File: src/oag_pkg.sv
// oag_pkg: constants, types and rule summary for the operand address unit
// assumes a single cpu clock and a decoder that supplies instruction words
// Operation
// - register-direct mode passes the selected register value as operand, no address.
// - register-indirect mode uses the selected register value as the address.
// - post-increment uses the register as address then adds 1, 2 or 4 by size.
// - pre-decrement subtracts 1, 2 or 4 by size, writes back and uses that address.
// - register-plus-displacement adds a zero-extended 4-bit field to the register.
// - the 4-bit displacement is scaled by 1, 2 or 4 for byte, word, longword.
// - global-base displacement adds a zero-extended 8-bit field to the base register.
// - the 8-bit global-base offset is scaled by 1, 2 or 4 by size.
// - indexed global-base mode adds register zero to the base register.
// - the 8-bit immediate of bit-test and logic ops is zero-extended to 32 bits.
// - the 8-bit immediate of transfer, add and compare-equal is sign-extended.
// - the software-trap immediate is zero-extended and multiplied by four.
// - 4-bit instruction fields give opcode, source, destination, immediate or displacement.
// - a misaligned word or longword address raises an address error.
`default_nettype none
package oag_pkg;
  localparam int DATA_W = 32;
  localparam int REG_NUM_W = 4;
  localparam int NUM_REGS = 16;
  // instruction field positions
  localparam int OPC_HI = 15;
  localparam int OPC_LO = 12;
  localparam int DST_HI = 11;
  localparam int DST_LO = 8;
  localparam int SRC_HI = 7;
  localparam int SRC_LO = 4;
  localparam int D4_HI = 3;
  localparam int D4_LO = 0;
  localparam int I8_HI = 7;
  localparam int I8_LO = 0;
  localparam int I8_W = 8;
  localparam int D4_W = 4;
  localparam logic [DATA_W-1:0] STEP_BYTE = 32'h0000_0001;
  localparam logic [DATA_W-1:0] STEP_WORD = 32'h0000_0002;
  localparam logic [DATA_W-1:0] STEP_LONG = 32'h0000_0004;
  localparam logic [1:0] ALIGN_WORD_MASK = 2'h1;
  localparam logic [1:0] ALIGN_LONG_MASK = 2'h3;
  localparam int TRAP_SHIFT = 2;

  typedef enum logic [1:0] {
    OAG_SZ_BYTE,
    OAG_SZ_WORD,
    OAG_SZ_LONG
  } oag_size_t;

  typedef enum logic [3:0] {
    OAG_AM_REG,
    OAG_AM_IND,
    OAG_AM_POSTINC,
    OAG_AM_PREDEC,
    OAG_AM_DISP4,
    OAG_AM_IDX_REG,
    OAG_AM_GBR_DISP,
    OAG_AM_GBR_IDX,
    OAG_AM_IMM_ZX,
    OAG_AM_IMM_SX,
    OAG_AM_TRAP
  } oag_mode_t;

  typedef struct packed {
    logic [REG_NUM_W-1:0] opcode;
    logic [REG_NUM_W-1:0] dst_num;
    logic [REG_NUM_W-1:0] src_num;
    logic [REG_NUM_W-1:0] low_field;
  } oag_fields_t;

  typedef struct packed {
    logic valid;
    oag_mode_t mode;
    oag_size_t size;
    logic use_src;
    logic [15:0] instr;
  } oag_req_t;

  typedef struct packed {
    logic valid;
    logic mem_access;
    logic [DATA_W-1:0] addr;
    logic [DATA_W-1:0] operand;
    logic wb_en;
    logic [REG_NUM_W-1:0] wb_num;
    logic [DATA_W-1:0] wb_data;
    logic addr_err;
  } oag_resp_t;
endpackage : oag_pkg
`default_nettype wire

File: src/oag_top.sv
// oag_top: effective address and immediate extension, one registered stage
// assumes register file reads are combinational and same-clock
`default_nettype none
module oag_top #(
  parameter int DATA_W = oag_pkg::DATA_W
) (
  // clock and reset
  input wire logic clk_i,
  input wire logic rst_i,
  // request from decoder
  input wire oag_pkg::oag_req_t req_i,
  // register file values
  input wire logic [DATA_W-1:0] sel_reg_val_i,
  input wire logic [DATA_W-1:0] idx_reg_zero_i,
  input wire logic [DATA_W-1:0] global_base_register_i,
  // register file read select
  output logic [oag_pkg::REG_NUM_W-1:0] sel_reg_num_o,
  // result
  output oag_pkg::oag_resp_t resp_o
);
  // ---------------------------------------------------------------
  // helpers
  // ---------------------------------------------------------------
  function automatic logic [DATA_W-1:0] size_step(oag_pkg::oag_size_t s);
    case (s)
      oag_pkg::OAG_SZ_WORD: size_step = oag_pkg::STEP_WORD;
      oag_pkg::OAG_SZ_LONG: size_step = oag_pkg::STEP_LONG;
      default: size_step = oag_pkg::STEP_BYTE;
    endcase
  endfunction : size_step

  // scaled zero-extended offset, used for both 4- and 8-bit fields
  function automatic logic [DATA_W-1:0] scale_off(logic [7:0] f,
                                                  oag_pkg::oag_size_t s);
    logic [DATA_W-1:0] z;
    z = {{(DATA_W-8){1'b0}}, f};
    case (s)
      oag_pkg::OAG_SZ_WORD: scale_off = z << 1;
      oag_pkg::OAG_SZ_LONG: scale_off = z << 2;
      default: scale_off = z;
    endcase
  endfunction : scale_off

  // ---------------------------------------------------------------
  // field decode
  // ---------------------------------------------------------------
  oag_pkg::oag_fields_t fields;
  oag_decode u_decode (
    .instr_i(req_i.instr),
    .fields_o(fields)
  );

  wire logic [7:0] imm8 = req_i.instr[oag_pkg::I8_HI:oag_pkg::I8_LO];
  wire logic [7:0] disp4_ext = {4'h0, fields.low_field};
  // source field selects register when the op names mmmm
  assign sel_reg_num_o = req_i.use_src ? fields.src_num : fields.dst_num;

  // ---------------------------------------------------------------
  // address arithmetic
  // ---------------------------------------------------------------
  wire logic [DATA_W-1:0] step = size_step(req_i.size);
  wire logic [DATA_W-1:0] inc_val = sel_reg_val_i + step;
  wire logic [DATA_W-1:0] dec_val = sel_reg_val_i - step;
  wire logic [DATA_W-1:0] disp4_addr =
    sel_reg_val_i + scale_off(disp4_ext, req_i.size);
  wire logic [DATA_W-1:0] gbr_addr =
    global_base_register_i + scale_off(imm8, req_i.size);
  wire logic [DATA_W-1:0] gbr_idx_addr =
    global_base_register_i + idx_reg_zero_i;
  wire logic [DATA_W-1:0] reg_idx_addr =
    sel_reg_val_i + idx_reg_zero_i;
  wire logic [DATA_W-1:0] imm_zx = {{(DATA_W-8){1'b0}}, imm8};
  wire logic [DATA_W-1:0] imm_sx = {{(DATA_W-8){imm8[7]}}, imm8};
  wire logic [DATA_W-1:0] trap_off = imm_zx << oag_pkg::TRAP_SHIFT;

  logic [DATA_W-1:0] addr_sel;
  logic [DATA_W-1:0] oper_sel;
  logic mem_sel;
  logic wb_sel;
  logic [DATA_W-1:0] wb_val;

  always_comb begin
    addr_sel = '0;
    oper_sel = '0;
    mem_sel = 1'b1;
    wb_sel = 1'b0;
    wb_val = '0;
    case (req_i.mode)
      oag_pkg::OAG_AM_REG: begin
        oper_sel = sel_reg_val_i;
        mem_sel = 1'b0;
      end
      oag_pkg::OAG_AM_IND: addr_sel = sel_reg_val_i;
      oag_pkg::OAG_AM_POSTINC: begin
        addr_sel = sel_reg_val_i;
        wb_sel = 1'b1;
        wb_val = inc_val;
      end
      oag_pkg::OAG_AM_PREDEC: begin
        addr_sel = dec_val;
        wb_sel = 1'b1;
        wb_val = dec_val;
      end
      oag_pkg::OAG_AM_DISP4: addr_sel = disp4_addr;
      oag_pkg::OAG_AM_IDX_REG: addr_sel = reg_idx_addr;
      oag_pkg::OAG_AM_GBR_DISP: addr_sel = gbr_addr;
      oag_pkg::OAG_AM_GBR_IDX: addr_sel = gbr_idx_addr;
      oag_pkg::OAG_AM_IMM_ZX: begin
        oper_sel = imm_zx;
        mem_sel = 1'b0;
      end
      oag_pkg::OAG_AM_IMM_SX: begin
        oper_sel = imm_sx;
        mem_sel = 1'b0;
      end
      oag_pkg::OAG_AM_TRAP: begin
        oper_sel = trap_off;
        mem_sel = 1'b0;
      end
      default: mem_sel = 1'b0;
    endcase
  end

  // byte accesses never fault, only wider ones check low bits
  wire logic word_mis = (addr_sel[1:0] & oag_pkg::ALIGN_WORD_MASK) != 2'h0;
  wire logic long_mis = (addr_sel[1:0] & oag_pkg::ALIGN_LONG_MASK) != 2'h0;
  wire logic mis = mem_sel &&
    ((req_i.size == oag_pkg::OAG_SZ_WORD && word_mis) ||
     (req_i.size == oag_pkg::OAG_SZ_LONG && long_mis));
  // write-back still reported on fault; the core decides to squash it

  // ---------------------------------------------------------------
  // output stage
  // ---------------------------------------------------------------
  oag_pkg::oag_resp_t resp_d;
  oag_pkg::oag_resp_t resp_q;

  always_comb begin
    resp_d.valid = req_i.valid;
    resp_d.mem_access = req_i.valid && mem_sel;
    resp_d.addr = addr_sel;
    resp_d.operand = oper_sel;
    resp_d.wb_en = req_i.valid && wb_sel;
    resp_d.wb_num = sel_reg_num_o;
    resp_d.wb_data = wb_val;
    resp_d.addr_err = req_i.valid && mis;
  end

  always_ff @(posedge clk_i or posedge rst_i) begin
    if (rst_i) begin
      resp_q <= '0;
    end else begin
      resp_q <= resp_d;
    end
  end

  assign resp_o = resp_q;

  // ---------------------------------------------------------------
  // checks
  // ---------------------------------------------------------------
  chk_direct_no_mem: assert property (@(posedge clk_i) disable iff (rst_i)
    (req_i.valid && req_i.mode == oag_pkg::OAG_AM_REG) |=>
    (!resp_o.mem_access && resp_o.operand == $past(sel_reg_val_i)))
    else $error("direct mode operand wrong");
  chk_ind_addr: assert property (@(posedge clk_i) disable iff (rst_i)
    (req_i.valid && req_i.mode == oag_pkg::OAG_AM_IND) |=>
    (resp_o.addr == $past(sel_reg_val_i) && !resp_o.wb_en))
    else $error("indirect address wrong");
  chk_postinc_wb: assert property (@(posedge clk_i) disable iff (rst_i)
    (req_i.valid && req_i.mode == oag_pkg::OAG_AM_POSTINC &&
     req_i.size == oag_pkg::OAG_SZ_LONG) |=>
    (resp_o.wb_en && resp_o.addr == $past(sel_reg_val_i) &&
     resp_o.wb_data == resp_o.addr + 32'h0000_0004))
    else $error("post-increment wrong");
  chk_predec_addr: assert property (@(posedge clk_i) disable iff (rst_i)
    (req_i.valid && req_i.mode == oag_pkg::OAG_AM_PREDEC &&
     req_i.size == oag_pkg::OAG_SZ_WORD) |=>
    (resp_o.wb_en && resp_o.addr == resp_o.wb_data &&
     resp_o.addr == $past(sel_reg_val_i) - 32'h0000_0002))
    else $error("pre-decrement wrong");
  chk_disp4_scale: assert property (@(posedge clk_i) disable iff (rst_i)
    (req_i.valid && req_i.mode == oag_pkg::OAG_AM_DISP4 &&
     req_i.size == oag_pkg::OAG_SZ_LONG) |=>
    (resp_o.addr == $past(sel_reg_val_i) +
     {26'h0, $past(req_i.instr[3:0]), 2'h0}))
    else $error("disp4 scaling wrong");
  chk_gbr_disp: assert property (@(posedge clk_i) disable iff (rst_i)
    (req_i.valid && req_i.mode == oag_pkg::OAG_AM_GBR_DISP &&
     req_i.size == oag_pkg::OAG_SZ_WORD) |=>
    (resp_o.addr == $past(global_base_register_i) +
     {23'h0, $past(req_i.instr[7:0]), 1'b0}))
    else $error("gbr disp wrong");
  chk_gbr_index: assert property (@(posedge clk_i) disable iff (rst_i)
    (req_i.valid && req_i.mode == oag_pkg::OAG_AM_GBR_IDX) |=>
    (resp_o.addr == $past(global_base_register_i) + $past(idx_reg_zero_i)))
    else $error("gbr index wrong");
  chk_reg_index: assert property (@(posedge clk_i) disable iff (rst_i)
    (req_i.valid && req_i.mode == oag_pkg::OAG_AM_IDX_REG) |=>
    (resp_o.addr == $past(sel_reg_val_i) + $past(idx_reg_zero_i)))
    else $error("register index wrong");
  chk_imm_zero: assert property (@(posedge clk_i) disable iff (rst_i)
    (req_i.valid && req_i.mode == oag_pkg::OAG_AM_IMM_ZX) |=>
    (resp_o.operand[31:8] == 24'h0 &&
     resp_o.operand[7:0] == $past(req_i.instr[7:0])))
    else $error("zero extension wrong");
  chk_imm_sign: assert property (@(posedge clk_i) disable iff (rst_i)
    (req_i.valid && req_i.mode == oag_pkg::OAG_AM_IMM_SX) |=>
    (resp_o.operand[31:8] == {24{$past(req_i.instr[7])}}))
    else $error("sign extension wrong");
  chk_trap_vec: assert property (@(posedge clk_i) disable iff (rst_i)
    (req_i.valid && req_i.mode == oag_pkg::OAG_AM_TRAP) |=>
    (resp_o.operand == {22'h0, $past(req_i.instr[7:0]), 2'h0}))
    else $error("trap offset wrong");
  chk_field_sel: assert property (@(posedge clk_i) disable iff (rst_i)
    req_i.use_src |-> sel_reg_num_o == req_i.instr[7:4])
    else $error("source field select wrong");
  chk_align_err: assert property (@(posedge clk_i) disable iff (rst_i)
    (resp_o.mem_access && resp_o.addr[1:0] != 2'h0 &&
     $past(req_i.size) == oag_pkg::OAG_SZ_LONG) |-> resp_o.addr_err)
    else $error("misaligned long not flagged");
endmodule : oag_top
`default_nettype wire

File: src/oag_decode.sv
// oag_decode: splits a 16-bit instruction into its 4-bit fields
// assumes the instruction word is stable in the cycle it is used
`default_nettype none
module oag_decode (
  // instruction in
  input wire logic [15:0] instr_i,
  // fields out
  output oag_pkg::oag_fields_t fields_o
);
  // field meaning depends on opcode; this stage only slices
  assign fields_o.opcode = instr_i[oag_pkg::OPC_HI:oag_pkg::OPC_LO];
  assign fields_o.dst_num = instr_i[oag_pkg::DST_HI:oag_pkg::DST_LO];
  assign fields_o.src_num = instr_i[oag_pkg::SRC_HI:oag_pkg::SRC_LO];
  assign fields_o.low_field = instr_i[oag_pkg::D4_HI:oag_pkg::D4_LO];
endmodule : oag_decode
`default_nettype wire

File: config.mk
export PLATFORM = sky130hd
export DESIGN_NAME = oag_top
export DESIGN_NICKNAME = d
export VERILOG_FILES = /design/src/oag_pkg.sv /design/src/oag_top.sv /design/src/oag_decode.sv
export SDC_FILE = /design/constraint.sdc
export NUM_CORES = 1
export LEC_CHECK = 0
export BUFFER_PORTS_ARGS = -buffer_cell sky130_fd_sc_hd__clkbuf_2
export CAP_MARGIN = 20
export CORE_ASPECT_RATIO = 0.5
export CORE_MARGIN = 1
export CORE_UTILIZATION = 56
export CTS_CLUSTER_DIAMETER = 40
export DETAILED_ROUTE_END_ITERATION = 10
export PLACE_DENSITY_LB_ADDON = 0.08
export SYNTH_ARGS = -nofsm -noshare
export SYNTH_HDL_FRONTEND = slang
export SYNTH_SLANG_ARGS = --single-unit
File: constraint.sdc
create_clock -name clk_i -period 3.56 [get_ports clk_i]
set_input_delay 0.356 -clock clk_i [delete_from_list [all_inputs] [get_ports clk_i]]
set_output_delay 0.356 -clock clk_i [all_outputs]
set_load 0.05 [all_outputs]
# [Yosys cells after proc, flatten, opt, wreduce, memory -nomap -nowiden]
# Cells that the tools add are included.
[totals] rom_bits=0 inputBits=122 regBits=104 ram_bits=0 latch_bits=0 n_memories=0 elab_cells=47
[classes] div=0 n_reduce_logical=12 n_eq_ne=12 mul=0 muxes=9 n_bitwise=0 n_lt_le_gt_ge=0 add_sub_neg=6 n_shift=0
[op_table] cell="$pmux 32 s6" count=1
[op_table] cell="$add 32x32->32" count=5
[op_table] cell="$pmux 32 s4" count=1
[op_table] cell="$pmux 32 s2" count=1
[op_table] cell="$sub 32x32->32" count=1
[op_table] cell="$pmux 10 s2" count=1
[op_table] cell="$eq 4x3->1 const B" count=4
[op_table] cell="$eq 4x4->1 const B" count=3
[op_table] cell="$pmux 6 s2" count=1
[op_table] cell="$eq 4x2->1 const B" count=2
[op_table] cell="$reduce_or 7->1" count=1
[op_table] cell="$logic_and 1x1->1" count=6
[op_table] cell="$pmux 3 s2" count=1
[op_table] cell="$eq 4x1->1 const B" count=1
[op_table] cell="$logic_not 4->1" count=1
[op_table] cell="$mux 4" count=1
[op_table] cell="$reduce_or 2->1" count=2
[op_table] cell="$eq 2x1->1 const B" count=1
[op_table] cell="$eq 2x2->1 const B" count=1
[op_table] cell="$mux 1" count=2
[op_table] cell="$reduce_bool 2->1" count=1
[op_table] cell="$logic_or 1x1->1" count=1

# [Depth between registers and ports, before layout]
[depth] ltp_word=9 mapped_depth=15 ltp_nobuf=13

# [Modules after synthesis]
# A second synthesis with hierarchy kept.
[unflattened] hier_cells=1222 area_unflattened_um2=9877.0
[by_module_without_submodules] module="oag_top" cells_each=1206 area_each_um2=9756.9 n_inst=1 seq_area_each_um2=2602.5
[by_module_without_submodules] module="oag_decode" cells_each=16 area_each_um2=120.1 n_inst=1 seq_area_each_um2=0.0

# [Least setup slack after synthesis]
# No wires, ideal clock.
[synth_path] path_type="input-to-reg" start="in req_i[22] (netlist name)" end="reg resp_q (netlist bit resp_o[97])" t_required_ns=3.434 setup_slack_ns=-0.321 path_stages=14 arrival_time_ns=3.755 path_buffers=4 setup_time_ns=0.126 path_cell_list="clkbuf_1 > nand4b_1 > clkbuf_1 > clkbuf_1 > mux2_2 > ha_1 > clkbuf_1 > a21o_1 > a221oi_1 > nor3b_1 > o21ai_0 > a31oi_1 > xnor2_1 > a221o_1"
[synth_via] elab_chain_len=3 elab_cells_between_ends=9 cone_classes="7 x eq/ne; 1 x mux; 1 x reduce/logical"
[synth_lines] item="start: declaration" line="oag_top.sv:11" source="input wire oag_pkg::oag_req_t req_i,"
[synth_lines] item="$eq 4x2->1 or $eq 4x1->1 (tied branches)" line="oag_top.sv:88" source="case (req_i.mode)"
[synth_lines] item="$reduce_or 2->1 (no line)"
[synth_lines] item="$pmux 32 s6 *" line="oag_top.sv:88"
[synth_lines] item="net addr_sel[27]" line="oag_top.sv:76" source="logic [DATA_W-1:0] addr_sel;"
[synth_lines] item="end signal: assignment" line="oag_top.sv:153" source="resp_q <= resp_d;"
[synth_lines] item="end: declaration" line="oag_top.sv:136" source="oag_pkg::oag_resp_t resp_q;"
# The timed path passes the listed nets; every way through them passes the cells marked *.

# [Worst setup path after layout]
# Ends and elaborated chain as after synthesis.

==> summary.md <==
| Metric | Value |
|---|---|
| Outcome | `finished, final reports clean` |
| Startpoint Class | `primary input` |
| Register area share after synthesis | `0.268` |
| Post-place setup slack | `-0.0298 ns` |
| Synth Warn # | `0` |
| Fin crit share | `0.930` |
| Via density | `between 6 and 7` |
| Routed vias | `11300` |
| Starting density of the core | `0.583` |
| Int Power | `2.38 mW` |
| Final Max Tran Viols | `0` |
| Post-Synth XOR/XNOR Area | `0.0757` |
| Pin count of the biggest net entering global routing | `about 110` |
| Vias in the first global route | `slightly above 10000` |
| Syn Nets | `roughly 1400` |
| WS Path Type | `in2reg` |
| Post-synthesis adder-cell area fraction | `0.0849` |
| Switching power | `around 1.6 mW` |
| Initial antenna violation count | `0` |
| DRC errors left | `0` |
| Worst Path Max Fanout | `21` |
| CTS Buf Count | `9` |
| Largest family of logic cells by synthesized area | `compound AO/OA/AOI/OAI gates` |
| Logic pwr share | `0.427` |
| Remaining Overflow, GRT | `0` |
| Post-synth cell types | `74` |
| CTS tree | `built` |
| Die ar. | `17900 um2` |
| Max FFs per register | `between 100 and 150` |
| Flop pwr share | `0.323` |
| I/O pin count | `230` |
| Worst Path Arrival | `approximately 3.6 ns` |
| Final non-filler cell total | `between 1500 and 2000` |
| Clock network fraction of total power | `0.250` |
| PnR worst setup slack | `~0.25 ns` |
| Root buf cell | `clkbuf_16` |
| Total setup buffers inserted after CTS | `0` |
| Final Hold Viols | `0` |
| Max VDD drop | `0.000234 V` |
| Placer Congestion | `roughly 1.0` |
| Setup violators final | `0` |
| Placed cell count | `approximately 1700` |
| Power Dens Cells | `about 330 nW/um2` |
| Max_cap viols | `0` |
| Die height | `~95 um` |
| Post-synthesis async set-or-reset flop share | `1.00` |
| CTS Hold Bufs | `0` |
| H-tree levels | `3` |
| Core footprint | `between 15000 and 20000 um2` |
| Antenna-violating nets left | `0` |
| Sw frac | `0.400` |
| Ratio of cells with drive above 1 in the final layout | `0.278` |
| Mux cell area share after synthesis | `0.0422` |
| Final #Nets | `~1700` |
| Fillers | `about 1400` |
| TritonRoute pass-1 iters | `7` |
| Synthesized flop and latch total | `104` |
| Tmin final | `3.31 ns` |
| Synth Instances | `between 1000 and 1500` |
| Die W | `roughly 190 um` |
| Global-route wire length before repair | `between 50000 and 60000 um` |
| DP HPWL | `just under 30000 um` |
| RSZ-0062 raised after global routing | `false` |
| CTS Buffer Depth | `2` |
| Synthesis-to-finish area growth | `23.7%` |
| Most used DFF post-synth | `dfrtp_1` |
| Synth Area in Simple Gates | `0.224` |
| Wire length per cell | `approximately 22 um` |
| Synth Area in Compound Gates | `0.258` |
| Critical Path RT | `about 3.8 ns` |
| Total design power | `3.97 mW` |
| Max Clock Freq | `~300 MHz` |
| Clk slew on worst S/H paths | `around 0.07 ns` |
| GR Util All Layers | `0.415` |
| Port bufs | `between 200 and 250` |
| Initial DRC Count | `roughly 1500` |
| Most frequent cells in the layout | `225 x clkbuf_2, 121 x buf_4, 117 x nand2_1` |
| Most common cell after layout, fill and taps aside | `clkbuf_2` |
| Leakage | `approximately 5.8 nW` |
| Post-synth EDFFs | `0` |
| CP Capture Type | `flop` |
| Worst rel slew slack | `0.371` |
| Synthesized area per cell | `8.03 um2` |
| Synthesized cell area | `slightly below 10000 um2` |
| Ant. Diodes | `0` |
| Final WL | `between 30000 and 40000 um` |
| Hold crit path type | `in2async` |
| Worst-margin pin slew | `0.935 ns` |
| Num rows | `33` |
| Clock Sinks | `104` |
[logic make-up after synthesis]
family,count (synthesis)
xor gates and xnor gates,84
DFF,104
muxes,37
and+or+nand+nor,424
AOI/OAI and AO/OA,383
adders and majority gates,63
buffers and inverters,116
[final cells by class]
type / instances / area (um2) / share of cell area
clock inverters: 3 / 46.3 / 0.00385
well taps: 227 / 284 / 0.0236
multi-input cells: 991 / 6680 / 0.556
inverters: 28 / 108 / 0.00895
repair buffers: 348 / 2070 / 0.172
clock buffers: 10 / 229 / 0.0190
flip-flops and latches: 104 / 2600 / 0.216
[through the flow]
stage | setup TNS [ns] | hold WS, ns | area, um2 | util
2_1_floorplan | 0 | 0.387 | 9740 | -
4_1_cts | 0 | 0.135 | 12000 | 0.721
3_5_place_dp | -0.0462 | 0.502 | 11700 | 0.704
6_report | 0 | 0.133 | 12000 | 0.721
5_1_grt | 0 | 0.140 | 12000 | 0.721
3_3_place_gp | 0 | 0.490 | 11700 | 0.704
[power by group through the flow]
stage	combinational (mW)	clock (mW)	sequential [mW]
floorplan	0.794	0	1.58
global placement	1.62	0	1.30
detailed placement	1.64	0	1.30
CTS	1.66	1.00	1.28
global route	1.80	1.05	1.29
finish	1.69	0.994	1.28
[synthesized netlist by cell type, types with 5 or more instances]
master	number	area (um2)
a211oi_1	18	135
a21boi_0	8	60.1
a21o_1	41	308
a21oi_1	81	405
a221o_1	5	50.1
a221oi_1	9	78.8
a222oi_1	5	50.1
a22oi_1	11	82.6
a31oi_1	23	144
and2_1	13	81.3
and3_1	16	100
clkbuf_1	76	285
dfrtp_1	104	2600
fa_1	5	100
ha_1	58	726
inv_1	28	105
mux2_2	32	360
mux2i_1	5	50.1
nand2_1	117	439
nand2b_1	10	62.6
nand3_1	47	235
nand3b_1	5	37.5
nand4_1	27	169
nor2_1	70	263
nor2b_1	13	81.3
nor3_1	48	240
nor3b_1	6	45.0
nor4_1	17	106
o2111ai_1	5	43.8
o211ai_1	12	90.1
o21a_1	8	60.1
o21ai_0	88	440
o21bai_1	6	45.0
o221ai_1	9	78.8
o22ai_1	17	106
o31ai_1	6	45.0
or3_1	8	50.1
or4_1	6	45.0
xnor2_1	39	342
xor2_1	45	394
[timing repair]
item,CTS,global route
gates resized for setup,0,1
endpoints found under the hold margin,0,0
endpoints found under the setup margin,0,1
[routing by layer]
layer	global-route usage	wire [um]	part of all wire
met1	0.555	15400	0.41
met2	0.650	16200	0.43
met5	0	0	0
met3	0.108	4510	0.12
met4	0.151	1200	0.032
[final timing paths]
path | start | end | slack [ns] | depth (start not counted)
setup / recovery | req_i[22] | resp_o[97] | 0.25 | 13
hold / removal | rst_i | resp_o[47] | 0.13 | 3
max in group asynchronous | rst_i | resp_o[62] | 3.00 | 3
min in group clk_i | req_i[23] | resp_o[103] | 0.14 | 1
[worst max-delay path, cell delays in order]
cell and delay [ns]:
clkbuf_2 0.09, nand4b_1 0.17, buf_12 0.20, buf_4 0.27, mux2_2 0.39, ha_1 0.31, buf_4 0.17, a221oi_2 0.39
nor3b_1 0.22, o21ai_0 0.23, a31oi_1 0.28, xnor2_1 0.11, a221o_1 0.35
Power figures use the tool's default switching activity.
